$ cat src/hdl/rdm_map.vh
// Constants for the reset and debug-mode selector.
`ifndef RDM_MAP_VH
`define RDM_MAP_VH
`define RDM_STABLE_NS 1000
`define RDM_CLK_NS 5
`define RDM_NUM_MODULES 8
`define RDM_SRC_POR 0
`define RDM_SRC_EXT 1
`define RDM_SRC_MOD 2
`define RDM_CLK_SEL_LPOSC 1'h0
`define RDM_CLK_SEL_XTAL 1'h1
`endif

$ cat src/hdl/rdm_reset_debug_mode_select.v
// Reset entry, oscillator-stable hold, debug-mode select and reset generator.
`timescale 1ns/1ps
`default_nettype none
`include "rdm_map.vh"
module rdm_reset_debug_mode_select #(
  parameter NUM_MODULES = `RDM_NUM_MODULES,
  parameter STABLE_NS = `RDM_STABLE_NS
) (
  input wire MCLK,
  input wire RST,
  input wire EXT_RESET_N_IN,
  input wire EXT_RESET_N_DRIVEN,
  input wire POWER_UP_RESET,
  input wire OSC_STABLE,
  input wire TEST_PORT_SELECT_IN,
  input wire TEST_PORT_SELECT_DRIVEN,
  input wire TEST_RESET_N_IN,
  input wire TEST_RESET_N_DRIVEN,
  input wire TEST_MODE_SELECT_IN,
  input wire TEST_MODE_SELECT_DRIVEN,
  input wire TEST_DATA_IN,
  input wire TEST_DATA_DRIVEN,
  input wire [NUM_MODULES-1:0] MODULE_RESET_REQ,
  input wire CAUSE_CLEAR,
  output reg INTERNAL_RESET,
  output reg SYSTEM_BASE_CLOCK_SEL,
  output reg DEBUG_MODE,
  output reg BOUNDARY_SCAN_MODE,
  output reg TAP_RESET,
  output reg TEST_MODE_SELECT,
  output reg TEST_DATA,
  output reg [NUM_MODULES-1:0] MODULE_RESET,
  output reg [2:0] RESET_CAUSE
);
  localparam integer STABLE_CYC_RAW = (STABLE_NS + `RDM_CLK_NS - 1) / `RDM_CLK_NS;
  localparam integer STABLE_CYC = (STABLE_CYC_RAW < 1) ? 1 : STABLE_CYC_RAW;
  localparam ST_HOLD = 1'b0;
  localparam ST_RUN = 1'b1;

  // Undriven pins read as the internal pull-up level.
  wire ext_rst_n_pin = EXT_RESET_N_DRIVEN ? EXT_RESET_N_IN : 1'b1;
  wire sel_pin = TEST_PORT_SELECT_DRIVEN ? TEST_PORT_SELECT_IN : 1'b1;
  wire trst_n_pin = TEST_RESET_N_DRIVEN ? TEST_RESET_N_IN : 1'b1;
  wire tms_pin = TEST_MODE_SELECT_DRIVEN ? TEST_MODE_SELECT_IN : 1'b1;
  wire tdi_pin = TEST_DATA_DRIVEN ? TEST_DATA_IN : 1'b1;

  reg [5:0] sync1_q;
  reg [5:0] sync2_q;
  always @(posedge MCLK or posedge RST) begin
    if (RST) begin
      sync1_q <= 6'h3E;
      sync2_q <= 6'h3E;
    end else begin
      sync1_q <= {tdi_pin, tms_pin, trst_n_pin, sel_pin, ext_rst_n_pin,
                  OSC_STABLE};
      sync2_q <= sync1_q;
    end
  end
  wire osc_ok = sync2_q[0];
  wire ext_rst = ~sync2_q[1];
  wire sel_s = sync2_q[2];
  wire trst_n_s = sync2_q[3];
  wire tms_s = sync2_q[4];
  wire tdi_s = sync2_q[5];

  reg por1_q;
  reg por2_q;
  always @(posedge MCLK or posedge RST) begin
    if (RST) begin
      por1_q <= 1'b1;
      por2_q <= 1'b1;
    end else begin
      por1_q <= POWER_UP_RESET;
      por2_q <= por1_q;
    end
  end

  // Hold and release of the internal reset. The count is in clock cycles, so
  // the hold time is only as exact as the clock period; it always rounds up.
  reg ext_rst_prev_q;
  reg state_q;
  reg state_d;
  reg [31:0] cnt_q;
  reg [31:0] cnt_d;
  reg int_rst_d;
  wire any_rst = ext_rst | por2_q;
  wire cnt_done = (cnt_q >= STABLE_CYC - 1);

  // Oscillator must stay stable for the whole count; a glitch restarts it.
  always @* begin
    state_d = state_q;
    cnt_d = cnt_q;
    int_rst_d = INTERNAL_RESET;
    case (state_q)
      ST_HOLD: begin
        int_rst_d = 1'b1;
        if (any_rst || !osc_ok) begin
          cnt_d = 32'h0;
        end else if (cnt_done) begin
          state_d = ST_RUN;
          int_rst_d = 1'b0;
        end else begin
          cnt_d = cnt_q + 32'h1;
        end
      end
      ST_RUN: begin
        if (any_rst || !osc_ok) begin
          state_d = ST_HOLD;
          int_rst_d = 1'b1;
          cnt_d = 32'h0;
        end
      end
      default: begin
        state_d = ST_HOLD;
        int_rst_d = 1'b1;
        cnt_d = 32'h0;
      end
    endcase
  end

  always @(posedge MCLK or posedge RST) begin
    if (RST) begin
      state_q <= ST_HOLD;
      cnt_q <= 32'h0;
      INTERNAL_RESET <= 1'b1;
      ext_rst_prev_q <= 1'b0;
    end else begin
      ext_rst_prev_q <= ext_rst;
      state_q <= state_d;
      cnt_q <= cnt_d;
      INTERNAL_RESET <= int_rst_d;
    end
  end

  // Select is caught only on the rising edge of external reset, so a probe
  // pulling the pin later cannot swap the system clock under running code.
  // The previous-level flop resets to idle, so no false edge follows reset.
  wire ext_rst_rise = ext_rst & ~ext_rst_prev_q;
  reg clk_sel_d;
  reg debug_d;
  always @* begin
    clk_sel_d = SYSTEM_BASE_CLOCK_SEL;
    debug_d = DEBUG_MODE;
    if (ext_rst_rise) begin
      clk_sel_d = sel_s ? `RDM_CLK_SEL_LPOSC : `RDM_CLK_SEL_XTAL;
      debug_d = ~sel_s;
    end
  end

  // The two mode outputs come from one decision, so they can never agree.
  always @(posedge MCLK or posedge RST) begin
    if (RST) begin
      SYSTEM_BASE_CLOCK_SEL <= `RDM_CLK_SEL_LPOSC;
      DEBUG_MODE <= 1'b0;
      BOUNDARY_SCAN_MODE <= 1'b1;
    end else begin
      SYSTEM_BASE_CLOCK_SEL <= clk_sel_d;
      DEBUG_MODE <= debug_d;
      BOUNDARY_SCAN_MODE <= ~debug_d;
    end
  end

  always @(posedge MCLK or posedge RST) begin
    if (RST) begin
      TAP_RESET <= 1'b1;
      TEST_MODE_SELECT <= 1'b1;
      TEST_DATA <= 1'b1;
    end else begin
      TAP_RESET <= ~trst_n_s;
      TEST_MODE_SELECT <= tms_s;
      TEST_DATA <= tdi_s;
    end
  end

  wire any_mod = |MODULE_RESET_REQ;
  genvar i;
  generate
    for (i = 0; i < NUM_MODULES; i = i + 1) begin : g_mod
      always @(posedge MCLK or posedge RST) begin
        if (RST)
          MODULE_RESET[i] <= 1'b1;
        else
          MODULE_RESET[i] <= INTERNAL_RESET | MODULE_RESET_REQ[i];
      end
    end
  endgenerate

  // Cause bits are sticky; a new cause in the clear cycle wins, so a reset
  // that lands while software clears the record is never lost.
  reg [2:0] cause_d;
  always @* begin
    cause_d = RESET_CAUSE;
    if (CAUSE_CLEAR)
      cause_d = 3'h0;
    cause_d = cause_d | {any_mod, ext_rst, por2_q};
  end

  always @(posedge MCLK or posedge RST) begin
    if (RST)
      RESET_CAUSE <= 3'h1;
    else
      RESET_CAUSE <= cause_d;
  end
endmodule // rdm_reset_debug_mode_select
`default_nettype wire

$ cat config.mk
export PLATFORM = sky130hd
export DESIGN_NAME = rdm_reset_debug_mode_select
export DESIGN_NICKNAME = d
export VERILOG_FILES = /design/src/hdl/rdm_reset_debug_mode_select.v
export VERILOG_INCLUDE_DIRS = /design/src /design/src/hdl
export SDC_FILE = /design/constraint.sdc
export NUM_CORES = 1
export LEC_CHECK = 0
export BUFFER_PORTS_ARGS = -buffer_cell sky130_fd_sc_hd__buf_2
export CAP_MARGIN = 0
export CORE_MARGIN = 4
export CORE_UTILIZATION = 54
export CTS_CLUSTER_DIAMETER = 100
export DETAILED_ROUTE_END_ITERATION = 12
export GPL_TIMING_DRIVEN = 0
export PLACE_DENSITY = 0.76
export SLEW_MARGIN = 20
export SYNTH_ARGS = -nofsm -noshare
export SYNTH_HDL_FRONTEND = slang
export SYNTH_SLANG_ARGS = --single-unit
$ cat constraint.sdc
create_clock -name MCLK -period 2.5 [get_ports MCLK]
set_input_delay 0 -clock MCLK [delete_from_list [all_inputs] [get_ports MCLK]]
set_output_delay 0 -clock MCLK [all_outputs]
set_load 0.05 [all_outputs]
==> impl_results.md <==
- Status: finished clean
- Placement Setup Slack: 0.516 ns
- Detailed Place HPWL: 2730 um
- ANT nets after route: 0
- Via count: 1556
- Synthesized net count: 201
- Post-synthesis cell count: 177
- Max_cap viols: 0
- Synth-to-layout area growth: 32.4%
- Antenna cells: 0
- VDD IR max: 0.000534 V
- Vias in the first global route: 1632
- Post-CTS Resized: 0
- Average vias per placed instance: 5.05
- Yosys reg bits: 66
- DRC errors left: 0
- Iter 0 DRT Violations: 45
- Worst-Margin Slew: 0.380 ns
- Reg power frac: 50.4%
- Most frequent cells in the layout: 40 x dfrtp_1, 40 x buf_2, 26 x dfstp_2
- Global route overflow: 0
- Final hold violation count: 0
- IO Count: 41
- WL per Instance: 14.8 um
- Netlist Area Pre-Place: 2330 sq um
- Critical path arrival: 2.27 ns
- Total Neg Setup Slack: 0 ns
- Die area: 5420 sq um
- Share of cells above drive strength 1: 36.8%
- Hold WC Path Type: primary input to async pin
- Die Wd: 73.6 um
- Max clock buf depth: 2
- Sw Pwr: 0.502 mW
- Worst hold margin: 0.152 ns
- Mapped Avg Cell Area: 13.1 sq um
- First-pass GRT wire length: 7770 um
- First-pass detailed-route iteration total: 4
- Leakage: 1.45 nW
- Die height: 73.6 um
- Yosys warning count: 0
- Clock transition at path regs: 0.07 ns
- Slew HR: 74.7%
- RSZ-0062 raised after global routing: false
- Clock root cell: clkbuf_8
- Pint: 1.71 mW
- H-tree lvl count: 3
- Slew Viols, Final: 0
- Critical Path RT: 2.72 ns
- GRT Resource Usage Total: 19.8%
- Initial Util: 56.9%
- Fill cell count: 255
- Power Total: 2.22 mW
- Yosys cell types: 31
- Total CTS buffers: 9
- Crit-path max cell delay: 0.41 ns
- Comb pwr share: 7.0%
- Gp weighted congestion: 0.758
- Min cycle time layout: 2.05 ns
- Site row count: 23
- Worst Setup End Kind: register
- Clock network power share: 42.6%
- CTS tree: built
- Sequential area share after synthesis: 72.4%
- Final setup margin: 0.446 ns
- Crit path buffers/inverters: 1
- Antenna violations before repair: 0
- # setup viols final: 0
- FF/Latch Area: 1680 sq um
- Sw frac: 22.6%
- Final Skew: 0.00993 ns
- NumNets Final: 277
- FMAX: 487 MHz
- Crit path cell chain: ha_1, a2111oi_1, nor2_1, nor3_2, buf_4, o21ai_1, a31o_1
- Final WL: 4570 um
- PD cells: 720 nW/um^2
- CP max-delay cell: dfrtp_1
- Largest net degree at the start of global routing: 52
- Maximum fanout along the worst path: 10
- Area of the multi-input gates: 597 sq um
- Final period utilization: 82.2%
- CORE AREA: 4090 sq um
- Clk_lat worst skew: 0.33 ns
- Port Buffer Count: 40
- CTS Sinks: 66
- CP Class: register to register
- Startpoint Class: register
- CP delay by family, top: compound AO/OA/AOI/OAI gates
[power by group through the flow]
stage,logic [mW],clock network (mW),registers (mW)
after global routing,0.171,1.02,1.12
after CTS,0.155,0.968,1.12
final,0.156,0.945,1.12
after floorplan,0.0381,0,1.18
after detailed placement,0.128,0,1.13
after global placement,0.119,0,1.13
[repair_timing]
item / CTS / global route
buffers inserted: 0 / 0
endpoints found under the hold margin: 70 / 0
hold buffers: 24 / 0
[kinds of logic after synthesis]
family,Yosys count,synth area share [%]
AND/OR/NAND/NOR,83,20.2
adder cells (fa/ha/maj),1,0.538
flip-flops,66,72.4
XOR/XNOR,1,0.377
buffers and inverters,11,1.94
multiplexers,1,0.430
AO/OA/AOI/OAI,14,4.09
[synth_stat cells]
cell type | instances | area share (%)
ha_1 | 1 | 0.54
o41ai_1 | 1 | 0.38
buf_4 | 1 | 0.32
xnor2_1 | 1 | 0.38
nor3_1 | 2 | 0.43
and4b_1 | 1 | 0.43
nor3_2 | 1 | 0.43
dfrtp_1 | 40 | 43
a2111oi_1 | 1 | 0.43
a41oi_1 | 1 | 0.38
and3_1 | 2 | 0.54
dfstp_2 | 26 | 29
mux2i_1 | 1 | 0.43
and2_1 | 25 | 6.7
nand3b_1 | 1 | 0.32
a31o_1 | 2 | 0.75
o21ai_1 | 2 | 0.43
nor2_1 | 10 | 1.6
clkbuf_1 | 4 | 0.65
a21oi_1 | 2 | 0.43
nand4_1 | 4 | 1.1
nand3_1 | 2 | 0.43
inv_1 | 6 | 0.97
or3_1 | 1 | 0.27
nor4_1 | 7 | 1.9
a21o_1 | 2 | 0.65
nand2b_1 | 5 | 1.3
o21ai_0 | 3 | 0.65
nand4b_1 | 1 | 0.38
or2_2 | 9 | 2.4
nand2_1 | 12 | 1.9
[path summary, 6_finish.rpt]
| kind | start | endpoint | slack (ns) | cells after the start |
|---|---|---|---|---|
| max | cnt_q[0]$_DFFE_PP0P_ | cnt_q[3]$_DFFE_PP0P_ | 0.45 | 7 |
| min | RST | SYSTEM_BASE_CLOCK_SEL$_DFFE_PP0P_ | 0.15 | 3 |
| max reg2reg | cnt_q[0]$_DFFE_PP0P_ | cnt_q[3]$_DFFE_PP0P_ | 0.45 | 7 |
| min reg2reg | sync2_q[5]$_DFF_PP1_ | TEST_DATA$_DFF_PP1_ | 0.36 | 0 |
| max in group asynchronous | RST | RESET_CAUSE[0]$_DFF_PP1_ | 1.80 | 4 |
| min in group MCLK | POWER_UP_RESET | por1_q$_DFF_PP1_ | 0.31 | 2 |
[layout make-up]
| type | count | share of cell area, % |
|---|---|---|
| Sequential cell | 66 | 54.7 |
| Multi-Input combinational cell | 100 | 19.4 |
| Timing Repair Buffer | 65 | 15.2 |
| Clock buffer | 11 | 5.28 |
| Tap cell | 50 | 2.03 |
| Clock inverter | 5 | 1.91 |
| Inverter | 6 | 0.812 |
| Buffer | 5 | 0.731 |
[tightest hold or removal path, cell delays in order]
cell and delay (ns):
dlygate4sd3_1 0.53, buf_2 0.14, inv_4 0.18
[per-layer routing]
layer,track usage [%],up-vias,share of wire [%]
met1,23.4,768,42
met5,0,-,0
met3,6.84,2,5.6
met2,33.5,35,52
met4,7.24,0,0.48
li1,-,751,-
[flip-flops by register name, summed over array words and instances (netlist names)]
| register | count |
|---|---|
| cnt_q | 32 |
| RESET_CAUSE | 3 |
| state_q | 1 |
| TEST_MODE_SELECT | 1 |
| INTERNAL_RESET | 1 |
| MODULE_RESET | 8 |
| sync1_q | 6 |
| sync2_q | 6 |
| TAP_RESET | 1 |
| DEBUG_MODE | 1 |
| SYSTEM_BASE_CLOCK_SEL | 1 |
| por1_q | 1 |
| TEST_DATA | 1 |
| ext_rst_prev_q | 1 |
| BOUNDARY_SCAN_MODE | 1 |
| por2_q | 1 |
[metrics by stage]
stage / std cells / area [sq um] / util [%]
6_report: 308 / 3080 / 75.4
5_1_grt: 308 / 3080 / 75.4
4_1_cts: 308 / 3080 / 75.4
3_5_place_dp: 268 / 2620 / 64.1
3_3_place_gp: 267 / 2590 / 63.3
2_1_floorplan: 177 / 2330 / -
(Power assumes the default switching activity.)
